`config.mk`:
```
export PLATFORM = sky130hd
export DESIGN_NAME = alc_regs
export DESIGN_NICKNAME = d
export VERILOG_FILES = /design/src/rtl/alc_route.v /design/src/rtl/alc_regs.v
export VERILOG_INCLUDE_DIRS = /design/src /design/src/shared
export SDC_FILE = /design/constraint.sdc
export NUM_CORES = 1
export LEC_CHECK = 0
export BUFFER_PORTS_ARGS = -buffer_cell sky130_fd_sc_hd__buf_2
export CORE_MARGIN = 5
export CORE_UTILIZATION = 40
export CTS_CLUSTER_SIZE = 28
export DETAILED_ROUTE_END_ITERATION = 8
export PLACE_DENSITY_LB_ADDON = 0.2
export SYNTH_ARGS = -nofsm -noshare
export SYNTH_HDL_FRONTEND = slang
export SYNTH_HIERARCHICAL = 1
export SYNTH_SLANG_ARGS = --single-unit
```
`constraint.sdc`:
```
create_clock -name CORE_CLK -period 2 [get_ports CORE_CLK]
set_clock_uncertainty 0.2 [all_clocks]
set_input_delay 0.3 -clock CORE_CLK [delete_from_list [all_inputs] [get_ports CORE_CLK]]
set_output_delay 0.3 -clock CORE_CLK [all_outputs]
set_load 0.02 [all_outputs]
```
`src/shared/alc_defs.vh`:
```
`ifndef ALC_DEFS_VH
`define ALC_DEFS_VH

// Register indices; the byte address on the bus is four times the index
`define ALC_IDX_CHAN_MODE  8'h10
`define ALC_IDX_LVDS_CFG   8'h18
`define ALC_IDX_LEN_LO     8'h20
`define ALC_IDX_LEN_HI     8'h21
`define ALC_IDX_TRIM       8'h30
`define ALC_IDX_TP_CTL     8'h31
`define ALC_IDX_STATUS     8'h32

// Field positions
`define ALC_MODE_LSB       5
`define ALC_MODE_MSB       6
`define ALC_LR_BIT         7
`define ALC_SINGLE_BIT     4
`define ALC_TP_EN_BIT      0
`define ALC_HI_MSB         3

// DSI channel mode encodings
`define ALC_MODE_DUAL      2'h0
`define ALC_MODE_SINGLE    2'h1
`define ALC_MODE_STREAM    2'h2

// Line length meaning, one-hot
`define ALC_MEAN_SINGLE    4'h1
`define ALC_MEAN_ODD       4'h2
`define ALC_MEAN_LEFT      4'h4
`define ALC_MEAN_STREAM    4'h8

// Reset values
`define ALC_RST_LEN_LO     8'h00
`define ALC_RST_LEN_HI     4'h0
`define ALC_RST_MODE       2'h1
`define ALC_RST_LR         1'b0
`define ALC_RST_SINGLE     1'b1
`define ALC_RST_TRIM       8'h00
`define ALC_RST_TP_EN      1'b0

// AHB encodings
`define ALC_HTRANS_NONSEQ  2'h2
`define ALC_HRESP_OKAY     1'b0

`endif

```
`src/rtl/alc_route.v`:
```
`include "alc_defs.vh"

// Decode of channel mode and LVDS select into routing and meaning flags
module alc_route (
  input  wire [1:0] mode,
  input  wire       left_right,
  input  wire       single_lvds,
  input  wire       tp_en,
  output reg  [3:0] meaning,
  output reg        use_second_set,
  output reg        tp_from_second,
  output reg        sync_offset_en,
  output reg        odd_to_both
);

  // Pure decode; the caller registers the results
  always @* begin
    meaning        = `ALC_MEAN_SINGLE;
    use_second_set = 1'b0;
    odd_to_both    = 1'b0;
    case (mode)
      `ALC_MODE_SINGLE: begin
        meaning = `ALC_MEAN_SINGLE;                 // [RULE7]
      end
      `ALC_MODE_STREAM: begin
        meaning = `ALC_MEAN_STREAM;                 // [RULE10]
        use_second_set = ~single_lvds;              // [RULE3] [RULE6]
      end
      `ALC_MODE_DUAL: begin
        if (left_right) begin
          meaning = `ALC_MEAN_LEFT;                 // [RULE9]
        end else begin
          meaning = `ALC_MEAN_ODD;                  // [RULE8]
          odd_to_both = ~single_lvds;               // [RULE8]
        end
      end
      default: begin
        // Reserved code behaves as a single input
        meaning = `ALC_MEAN_SINGLE;
      end
    endcase
    // Test pattern takes set A except in two-stream dual LVDS
    tp_from_second = tp_en & use_second_set;        // [RULE5]
    // Sync offsets never apply while the pattern runs
    sync_offset_en = ~tp_en;                        // [RULE4]
  end

endmodule // alc_route

```
`src/rtl/alc_regs.v`:
```
// Summary of operation
// [RULE1]: Test-pattern-only values act only while the test pattern runs.
// [RULE2]: Other timing values drive normal video and also the test pattern.
// [RULE3]: Second register set used only with dual LVDS and mode 10.
// [RULE4]: Sync offsets are ignored while generating the test pattern.
// [RULE5]: Otherwise the test pattern takes timing from the first set.
// [RULE6]: Mode-10-only second-set fields act only in mode 10, dual LVDS.
// [RULE7]: Single input: value is pixels per active line.
// [RULE8]: Odd/even: value counts odd pixels from input A, to A or both.
// [RULE9]: Left/right: value counts left pixels from input A to output A.
// [RULE10]: Two stream: value counts pixels of stream A per line.
// [RULE11]: Low register holds the low eight bits of twelve.
// [RULE12]: High register bits 3:0 hold the top four bits.
// [RULE13]: Software programs the length after left trim in left/right mode.
// [RULE14]: Both parts form one count; reads return last written value.
//
// Chosen here: register access over AHB-Lite.
`include "alc_defs.vh"

module alc_regs (
  input  wire        CORE_CLK,
  input  wire        RESETN,
  // AHB-Lite slave
  input  wire        HSEL,
  input  wire [31:0] HADDR,
  input  wire [1:0]  HTRANS,
  input  wire        HWRITE,
  input  wire [2:0]  HSIZE,
  input  wire [31:0] HWDATA,
  input  wire        HREADY,
  output wire        HREADYOUT,
  output wire        HRESP,
  output wire [31:0] HRDATA,
  // Configuration seen by the video path
  output wire [11:0] VIDEO_LINE_LENGTH,
  output wire [11:0] TP_LINE_LENGTH,
  output wire [3:0]  LINE_MEANING,
  output wire        USE_SECOND_SET,
  output wire        TP_FROM_SECOND_SET,
  output wire        SYNC_OFFSET_EN,
  output wire        ODD_TO_BOTH_LVDS,
  output wire        TRIM_ACTIVE,
  output wire [7:0]  LEFT_TRIM
);

  // Register map by word index; the byte address is four times the index
  //   0x10  channel mode: [6:5] mode code, [7] left/right in mode 00
  //   0x18  output config: [4] single output channel, set after reset
  //   0x20  line length, low byte
  //   0x21  line length, high nibble in [3:0]
  //   0x30  left portion trim, passed on to the video path
  //   0x31  test pattern enable in [0]
  //   0x32  status, read only: what the video path uses right now
  // Reserved bits read zero and drop writes; unmapped words read zero

  // Bus data-phase tracker, one-hot
  localparam [2:0] ST_IDLE  = 3'h1;
  localparam [2:0] ST_WRITE = 3'h2;
  localparam [2:0] ST_RWAIT = 3'h4;
  reg  [2:0]  state_q;
  reg  [2:0]  state_d;
  wire        wr_pend;
  wire        rd_wait;
  reg  [7:0]  idx_q;
  reg  [31:0] rdata_q;
  reg  [31:0] rdata_d;
  wire        take;
  wire [7:0]  haddr_idx;

  // Write strobes, one per register, valid in the write data phase
  wire        wr_len_lo;
  wire        wr_len_hi;
  wire        wr_mode;
  wire        wr_lvds;
  wire        wr_trim;
  wire        wr_tp;

  // Limitations:
  //   - whole-word single transfers only; HSIZE is not decoded
  //   - the trim value is passed on; the length is not reduced here, so
  //     software programs the portion that is left after trimming
  //   - mode code 11 is reserved and behaves as a single input
  //   - the second channel's own registers live outside this block; only
  //     the flags that say when they apply are produced here

  // Software visible storage
  reg  [7:0]  len_lo_q;
  reg  [3:0]  len_hi_q;
  reg  [1:0]  mode_q;
  reg         lr_q;
  reg         single_q;
  reg  [7:0]  trim_q;
  reg         tp_en_q;

  // Registered outputs to the video path
  reg  [11:0] video_len_q;
  reg  [11:0] tp_len_q;
  reg  [3:0]  meaning_q;
  reg         use_b_q;
  reg         tp_b_q;
  reg         sync_en_q;
  reg         odd_both_q;
  reg         trim_act_q;
  reg  [7:0]  left_trim_q;

  // Decoder results
  wire [3:0]  meaning_w;
  wire        use_b_w;
  wire        tp_b_w;
  wire        sync_en_w;
  wire        odd_both_w;
  wire [11:0] len_w;

  // Word index sits above the two byte bits
  assign haddr_idx = HADDR[9:2];
  assign take = HSEL & HREADY & (HTRANS == `ALC_HTRANS_NONSEQ);

  // Both halves read as one twelve-bit count
  assign len_w = {len_hi_q, len_lo_q};              // [RULE14]

  alc_route u_route (
    .mode           (mode_q),
    .left_right     (lr_q),
    .single_lvds    (single_q),
    .tp_en          (tp_en_q),
    .meaning        (meaning_w),
    .use_second_set (use_b_w),
    .tp_from_second (tp_b_w),
    .sync_offset_en (sync_en_w),
    .odd_to_both    (odd_both_w)
  );

  // Next data phase; a transfer is taken only while the bus is ready
  always @* begin
    state_d = ST_IDLE;
    case (state_q)
      ST_IDLE, ST_WRITE: begin
        if (take) begin
          state_d = HWRITE ? ST_WRITE : ST_RWAIT;
        end
      end
      ST_RWAIT: begin
        // Reads get one wait state so their data come from a flop
        state_d = ST_IDLE;
      end
      default: begin
        state_d = ST_IDLE;
      end
    endcase
  end

  // Data-phase state and the index of the word being served
  // Index is held through the data phase, so HADDR may move on
  always @(posedge CORE_CLK or negedge RESETN) begin
    if (!RESETN) begin
      state_q <= ST_IDLE;
      idx_q   <= 8'h00;
    end else begin
      state_q <= state_d;
      if (take) begin
        idx_q <= haddr_idx;
      end
    end
  end

  // Decoded phase flags
  assign wr_pend = (state_q == ST_WRITE);
  assign rd_wait = (state_q == ST_RWAIT);

  // A pipelined address phase may overlap a write data phase; the write
  // still uses the index captured one edge earlier
  assign wr_len_lo = wr_pend & (idx_q == `ALC_IDX_LEN_LO);
  assign wr_len_hi = wr_pend & (idx_q == `ALC_IDX_LEN_HI);
  assign wr_mode   = wr_pend & (idx_q == `ALC_IDX_CHAN_MODE);
  assign wr_lvds   = wr_pend & (idx_q == `ALC_IDX_LVDS_CFG);
  assign wr_trim   = wr_pend & (idx_q == `ALC_IDX_TRIM);
  assign wr_tp     = wr_pend & (idx_q == `ALC_IDX_TP_CTL);

  // Stall only the first data-phase cycle of a read
  assign HREADYOUT = ~rd_wait;
  assign HRESP     = `ALC_HRESP_OKAY;
  assign HRDATA    = rdata_q;

  // Write data phase; unmapped indices are ignored
  always @(posedge CORE_CLK or negedge RESETN) begin
    if (!RESETN) begin
      len_lo_q <= `ALC_RST_LEN_LO;
      len_hi_q <= `ALC_RST_LEN_HI;
      mode_q   <= `ALC_RST_MODE;
      lr_q     <= `ALC_RST_LR;
      single_q <= `ALC_RST_SINGLE;
      trim_q   <= `ALC_RST_TRIM;
      tp_en_q  <= `ALC_RST_TP_EN;
    end else begin
      // Each strobe writes one register; other bits are reserved
      if (wr_len_lo) begin
        len_lo_q <= HWDATA[7:0];                    // [RULE11]
      end
      if (wr_len_hi) begin
        len_hi_q <= HWDATA[`ALC_HI_MSB:0];          // [RULE12]
      end
      if (wr_mode) begin
        mode_q <= HWDATA[`ALC_MODE_MSB:`ALC_MODE_LSB];
        lr_q   <= HWDATA[`ALC_LR_BIT];
      end
      if (wr_lvds) begin
        single_q <= HWDATA[`ALC_SINGLE_BIT];
      end
      if (wr_trim) begin
        trim_q <= HWDATA[7:0];
      end
      if (wr_tp) begin
        tp_en_q <= HWDATA[`ALC_TP_EN_BIT];
      end
    end
  end

  // Read mux; reserved bits and unmapped indices read zero
  // Decoded from the captured index, so the address may already move on
  always @* begin
    rdata_d = 32'h0000_0000;
    case (idx_q)
      `ALC_IDX_LEN_LO: begin
        rdata_d[7:0] = len_lo_q;                    // [RULE14]
      end
      `ALC_IDX_LEN_HI: begin
        rdata_d[`ALC_HI_MSB:0] = len_hi_q;          // [RULE14]
      end
      `ALC_IDX_CHAN_MODE: begin
        rdata_d[`ALC_MODE_MSB:`ALC_MODE_LSB] = mode_q;
        rdata_d[`ALC_LR_BIT] = lr_q;
      end
      `ALC_IDX_LVDS_CFG: begin
        rdata_d[`ALC_SINGLE_BIT] = single_q;
      end
      `ALC_IDX_TRIM: begin
        rdata_d[7:0] = trim_q;
      end
      `ALC_IDX_TP_CTL: begin
        rdata_d[`ALC_TP_EN_BIT] = tp_en_q;
      end
      `ALC_IDX_STATUS: begin
        // Live view of what the video path is using
        rdata_d[11:0]  = video_len_q;
        rdata_d[15:12] = meaning_q;
        rdata_d[16]    = use_b_q;
        rdata_d[17]    = tp_b_q;
        rdata_d[18]    = sync_en_q;
        rdata_d[19]    = odd_both_q;
        rdata_d[20]    = trim_act_q;
      end
      default: begin
        rdata_d = 32'h0000_0000;
      end
    endcase
  end

  // Read data loaded in the wait cycle, after any prior write landed
  always @(posedge CORE_CLK or negedge RESETN) begin
    if (!RESETN) begin
      rdata_q <= 32'h0000_0000;
    end else if (rd_wait) begin
      rdata_q <= rdata_d;
    end
  end

  // Video path configuration, one cycle after the register changes
  // Costs a cycle but keeps the video path off the bus decode timing
  always @(posedge CORE_CLK or negedge RESETN) begin
    if (!RESETN) begin
      video_len_q <= 12'h000;
      tp_len_q    <= 12'h000;
      meaning_q   <= `ALC_MEAN_SINGLE;
      use_b_q     <= 1'b0;
      tp_b_q      <= 1'b0;
      sync_en_q   <= 1'b1;
      odd_both_q  <= 1'b0;
      trim_act_q  <= 1'b0;
      left_trim_q <= `ALC_RST_TRIM;
    end else begin
      // Normal video always follows the set A length
      video_len_q <= len_w;                          // [RULE2]
      // Pattern copy held at zero unless the pattern runs
      tp_len_q    <= tp_en_q ? len_w : 12'h000;      // [RULE1] [RULE2]
      meaning_q   <= meaning_w;
      use_b_q     <= use_b_w;                        // [RULE3] [RULE6]
      tp_b_q      <= tp_b_w;                         // [RULE5]
      sync_en_q   <= sync_en_w;                      // [RULE4]
      odd_both_q  <= odd_both_w;                     // [RULE8]
      // Length is taken as already trimmed by software
      trim_act_q  <= (meaning_w == `ALC_MEAN_LEFT) &&
                     (trim_q != 8'h00);              // [RULE13]
      // Trim copy moves with the flag so the two never disagree
      left_trim_q <= trim_q;
    end
  end

  assign VIDEO_LINE_LENGTH  = video_len_q;
  assign TP_LINE_LENGTH     = tp_len_q;
  assign LINE_MEANING       = meaning_q;
  assign USE_SECOND_SET     = use_b_q;
  assign TP_FROM_SECOND_SET = tp_b_q;
  assign SYNC_OFFSET_EN     = sync_en_q;
  assign ODD_TO_BOTH_LVDS   = odd_both_q;
  assign TRIM_ACTIVE        = trim_act_q;
  assign LEFT_TRIM          = left_trim_q;

endmodule // alc_regs

```
# --- Word level (Yosys, flattened, before mapping) ---
# Index checks and enable logic that the tools add are counted.
op_classes:
  shift: 0
  div: 0
  n_eq_ne: 13
  bitwise_logic: 12
  addsub: 0
  reduce_logical: 4
  n_mul: 0
  muxes: 14
  order_cmp: 0
op_table:
  columns: ["cell", "count"]
  rows:
  - ["8-bit by 6-bit equality test with 1-bit output (second input constant)", 5]
  - ["3-bit case mux with 4 select lines", 2]
  - ["8-bit by 5-bit equality test with 1-bit output (second input constant)", 2]
  - ["13-bit 2-to-1 mux", 1]
  - ["12-bit 2-to-1 mux", 1]
  - ["3-bit 2-to-1 mux", 4]
  - ["1-bit bitwise AND", 9]
  - ["4-bit case mux with 2 select lines", 1]
  - ["8-bit nonzero test", 1]
  - ["1-bit case mux with 5 select lines", 1]
  - ["2-bit equality test (second input constant)", 2]
  - ["4-bit by 3-bit equality test with 1-bit output (second input constant)", 1]
  - ["1-bit case mux with 4 select lines", 1]
  - ["3-bit by 1-bit equality test with 1-bit output (second input constant)", 1]
  - ["3-bit by 2-bit equality test with 1-bit output (second input constant)", 1]
  - ["3-bit equality test (second input constant)", 1]
  - ["1-bit 2-to-1 mux", 3]
  - ["1-bit inverter", 3]
  - ["2-bit logical NOT", 1]
  - ["2-bit OR reduction", 1]
  - ["1-bit logical AND", 1]
word_totals:
  elab_cells: 62
  memories: 0
  register_bits: 98
  latch_bits: 0
  romBits: 0
  output_inout_bits: 75
  ramBits: 0
  in_bits: 74

# --- Logic depth before layout (Yosys ltp) ---
depth:
  ltp_word: 4
  depth_mapped: 6
  depth_no_buf: 4

# --- Hierarchy ---
# Netlist, hierarchy kept.
modules_own_cells:
  columns: ["mod", "cells_per_inst", "area_per_inst_um2", "seq_area_each_um2", "n_inst"]
  rows:
  - ["alc_regs", 264, 3789.9, 2458.6, 1]
  - ["alc_route", 8, 55.1, 0.0, 1]

# --- Least setup slack after synthesis ---
# No wires, ideal clock.
synth_timing:
  path_kind: "reg-to-reg"
  start: "register idx_q[7]"
  end: "register len_lo_q[0]"
  setup_ps: 125
  n_path_buf: 0
  stages_incl_launch_ff: 5
  slack_ps: 8
  required_time_ps: 1675
  period_less_slack_ps: 1992
  arrival_ps: 1667
  cell_sequence: "dfrtp_1 > nor3b_4 > nand2_2 > nor4b_4 > mux2_4"
synth_via:
  elab_chain_len: 2
synth_rtl:
  columns: ["item", "line", "rtl"]
  rows:
  - ["start: declaration", "alc_regs.v:64", "reg [7:0] idx_q;"]
  - ["start signal: assignment", "alc_regs.v:161", "idx_q <= haddr_idx;"]
  - ["8-bit by 6-bit equality test with 1-bit output", null, null]
  - ["1-bit bitwise AND", "alc_regs.v:172", "assign wr_len_lo = wr_pend & (idx_q == `ALC_IDX_LEN_LO);"]
  - ["end signal: assignment", "alc_regs.v:187", "len_lo_q <= `ALC_RST_LEN_LO;"]
  - ["end signal: assignment", "alc_regs.v:197", "len_lo_q <= HWDATA[7:0];"]
  - ["end: declaration", "alc_regs.v:87", "reg [7:0] len_lo_q;"]
# No other way between the ends.
# A chain may end at the register's enable or synchronous reset.

# --- Worst setup path in the final report ---
layout_timing:
  start: "register idx_q[2]"
  end: "register len_hi_q[2]"
layout_via:
  elab_chain_len: 2
layout_rtl:
  columns: ["item", "line", "rtl"]
  rows:
  - ["8-bit by 6-bit equality test with 1-bit output", null, null]
  - ["1-bit bitwise AND", "alc_regs.v:173", "assign wr_len_hi = wr_pend & (idx_q == `ALC_IDX_LEN_HI);"]
  - ["end signal: assignment", "alc_regs.v:188", "len_hi_q <= `ALC_RST_LEN_HI;"]
  - ["end signal: assignment", "alc_regs.v:200", "len_hi_q <= HWDATA[`ALC_HI_MSB:0];"]
  - ["end: declaration", "alc_regs.v:88", "reg [3:0] len_hi_q;"]
# No other way between the ends.

==> impl_results.md <==
* H-Tree Depth at 3
* RSZ-0062 raised after global routing: true
* Most frequent cells in the layout: dfrtp_1 (89), buf_2 (83), buf_4 (32)
* Switching share of total power at 27.10%
* Top cell type's share of synthesized area at 60.53%
* Die area at 0.01167 sq mm
* Period Utilization, post-route at 99.58%
* Post-route DRC at 0
* Clock slew at reported path FFs at 0.09 ns
* Final hold violation count at 0
* Comb power frac at 14.3%
* Synth Flop Type: dfrtp_1
* Area leader, netlist: dfrtp_1
* Post-synth EDFFs at 0
* Die Wd at 108.0 microns
* First-pass GRT wire length at 14450 microns
* Most common cell after layout, fill and taps aside: dfrtp_1
* Critical path launch point: idx_q[2]$_DFFE_PN0N_
* CTS tree: yes
* Antenna violations before repair at 0
* Cell area after synthesis at 0.003845 sq mm
* DR vias/cell at 4.903
* Register area share after synthesis at 63.94%
* Final HPWL DP at 6632 microns
* Placer Congestion at 0.8007
* Static leakage at 2.459 nW
* Critical path peak fanout at 6
* Synth Instances at 272
* I/O Pins at 149
* Max Slew Vio Count at 0
* Vias after detailed routing at 2638
* Reg2Reg Depth at 4
* Cell internal pwr at 0.002919 W
* Worst Slack Setup Final at 0.008441 ns
* Final wirelength at 9058 microns
* Chip height at 108.0 microns
* Max Clk Rate at 0.5021 GHz
* Number of global-route vias before repair at 2663
* CP endpoint kind: flop
* Crit path kind: reg -> reg
* MaxCap Viol Count at 0
* Startpoint Class: flop
* Status: finished, final reports clean
* Worst vdd ir at 0.3307 mV
* CP cell instances: or4b_4 > nor2_2 > nand3b_1 > mux2_2
* Hold Startpoint: HWDATA[0]
* Critical Path Max Stage Delay at 0.55 ns
* Worst Hold Class: in -> reg
* Slowest CP cell: or4b_4
* Synth warn at 6
* Crit path DAT at 2.04 ns
* Sw power at 0.001085 W
* FP Rows at 35
* Final setup vio count at 0
* WP data required at 2.05 ns
* Layout cells sized above 1 at 48.66%
* CTS root buf: clkbuf_8
* Post-layout util at 53.62%
* Longest Clk Path Bufs at 2
* Nets@finish at 478
* Clock network fraction of design power at 31.6%
* CTS sink cnt at 98
* Gr usage total at 16.20%
* FF-to-FF Start: idx_q[2]$_DFFE_PN0N_
* Syn avg cell area at 14.14 sq um
* Initial drt markers at 82
* CTS Buf Count at 9
* Initial Util at 41.22%
* Reg power frac at 54.1%
* Clk_lat worst skew at 0.36 ns
* Unique cell type count in the Yosys netlist at 46
* Hold path cells at 2
* Largest net degree at the start of global routing at 39
* Fraction of registers with async set/reset at 100.0%
* Power per cell area at 800.8 mW/mm^2
* Count of buffers from port buffering at 85
* Pre-CTS setup slack at -0.08074 ns
* TritonRoute pass-1 iters at 4
* #FFs+latches synth at 98
* Post-DRT Antenna Nets at 0
* Dominant cells by area after synthesis: dfrtp_1 (61%), mux2_2 (9.1%), a22o_1 (3.6%), dfstp_2 (3.4%), mux2_4 (3.1%)
* Core footprint at 0.009328 sq mm
* Average routed wire per standard cell at 16.84 microns
* Area Growth Syn to Fin at 30.07%
* Tmin final at 1.992 ns
* GRT Residual Overflow at 0
* N_diodes at 0
-- state kept, by name, summed over array words and instances, names as in the netlist, 2 cells and up --
name               cells
len_hi_q               4
TP_LINE_LENGTH        12
LINE_MEANING           4
mode_q                 2
state_q                3
LEFT_TRIM              8
HRDATA                21
idx_q                  8
trim_q                 8
len_lo_q               8
VIDEO_LINE_LENGTH     12
-- cell type report --
class | instances | area, sq um
fill | 788 | 4327
sequential | 98 | 2464
multi-input combinational | 161 | 1334
timing repair buffer | 132 | 839.6
tap | 129 | 161.4
clock buffer | 10 | 127.6
clock inverter | 6 | 67.56
inverter | 2 | 7.507
-- synthesized netlist by cell type (all sizes together) (2+ instances only) --
master  instances
dfrtp          93
mux2           40
a22o           16
buf            14
and2           12
nand2          11
clkbuf          8
nor2            7
a22oi           6
nand3           6
nor3            6
nor4            6
dfstp           5
o21ai           5
or3             5
nor3b           4
or4b            3
a21oi           2
inv             2
mux2i           2
nand2b          2
nor2b           2
or3b            2
-- logic make-up (layout without fill, tap and decap cells) --
family / count (synthesis) / after routing / share of synthesized area [%]
buffers and inverters: 24 / 150 / 3.580
AOI/OAI and AO/OA: 35 / 35 / 6.996
other: 1 / 12 / 0.09753
and+or+nand+nor: 71 / 71 / 12.14
xor gates and xnor gates: 1 / 1 / 0.2278
muxes: 42 / 42 / 13.02
DFF: 98 / 98 / 63.94
-- per-stage QoR --
| step | setup TNS [ns] | hold WS, ns | power (W) | instance area (sq um) | instances |
|---|---|---|---|---|---|
| after global placement | -0.7875 | 0.07447 | 0.002703 | 4576 | 504 |
| after floorplan | 0 | -0.1956 | 0.002479 | 3886 | 283 |
| final | 0 | 0.03063 | 0.004005 | 5001 | 538 |
| after CTS | 0 | 0.009694 | 0.004020 | 4969 | 537 |
| after global routing | -0.3340 | 0.01064 | 0.004197 | 5001 | 538 |
| after detailed placement | -0.8384 | 0.07944 | 0.002711 | 4576 | 504 |
-- layer usage --
metal | share of wire [%] | global-route usage, % | vias to the layer above
met4 | 0.55 | 4.058 | 0
met2 | 48 | 25.22 | 82
met3 | 6.0 | 4.776 | 5
met1 | 46 | 22.36 | 1329
met5 | 0 | 0 | -
li1 | - | - | 1222
-- critical path, delay by kind of cell (launching register included) --
family / cells / cell delay [ns]
flops: 1 / 0.47
simple gates: 3 / 0.89
mux: 1 / 0.33
-- worst paths after layout --
| path | slack [ns] | endpoint |
|---|---|---|
| max in group asynchronous | 0.72 | LINE_MEANING[0]$_DFF_PN1_ |
| max | 0.008 | len_hi_q[2]$_DFFE_PN0P_ |
| max reg2reg | 0.008 | len_hi_q[2]$_DFFE_PN0P_ |
| min | 0.03 | len_hi_q[0]$_DFFE_PN0P_ |
| min in group asynchronous | 0.22 | HRDATA[1]$_DFFE_PN0N_ |
| min reg2reg | 0.24 | VIDEO_LINE_LENGTH[0]$_DFF_PN0_ |
-- power groups by stage --
stage	Clock, W	Combinational, W	Sequential [W]
finish	0.00127	0.000571	0.00217
CTS	0.00131	0.000555	0.00216
global placement	0	0.000512	0.00219
floorplan	0	0.000279	0.00220
global route	0.00139	0.000622	0.00218
detailed placement	0	0.000518	0.00219
-- what timing repair did --
action / in CTS / in global routing
pin swaps: 4 / 5
resized for setup: 11 / 8
endpoints found under the hold margin: 42 / 0
buffers inserted: 4 / 2
hold buffers: 13 / 0
endpoints found under the setup margin: 23 / 19
Power figures use the tool's default switching activity.
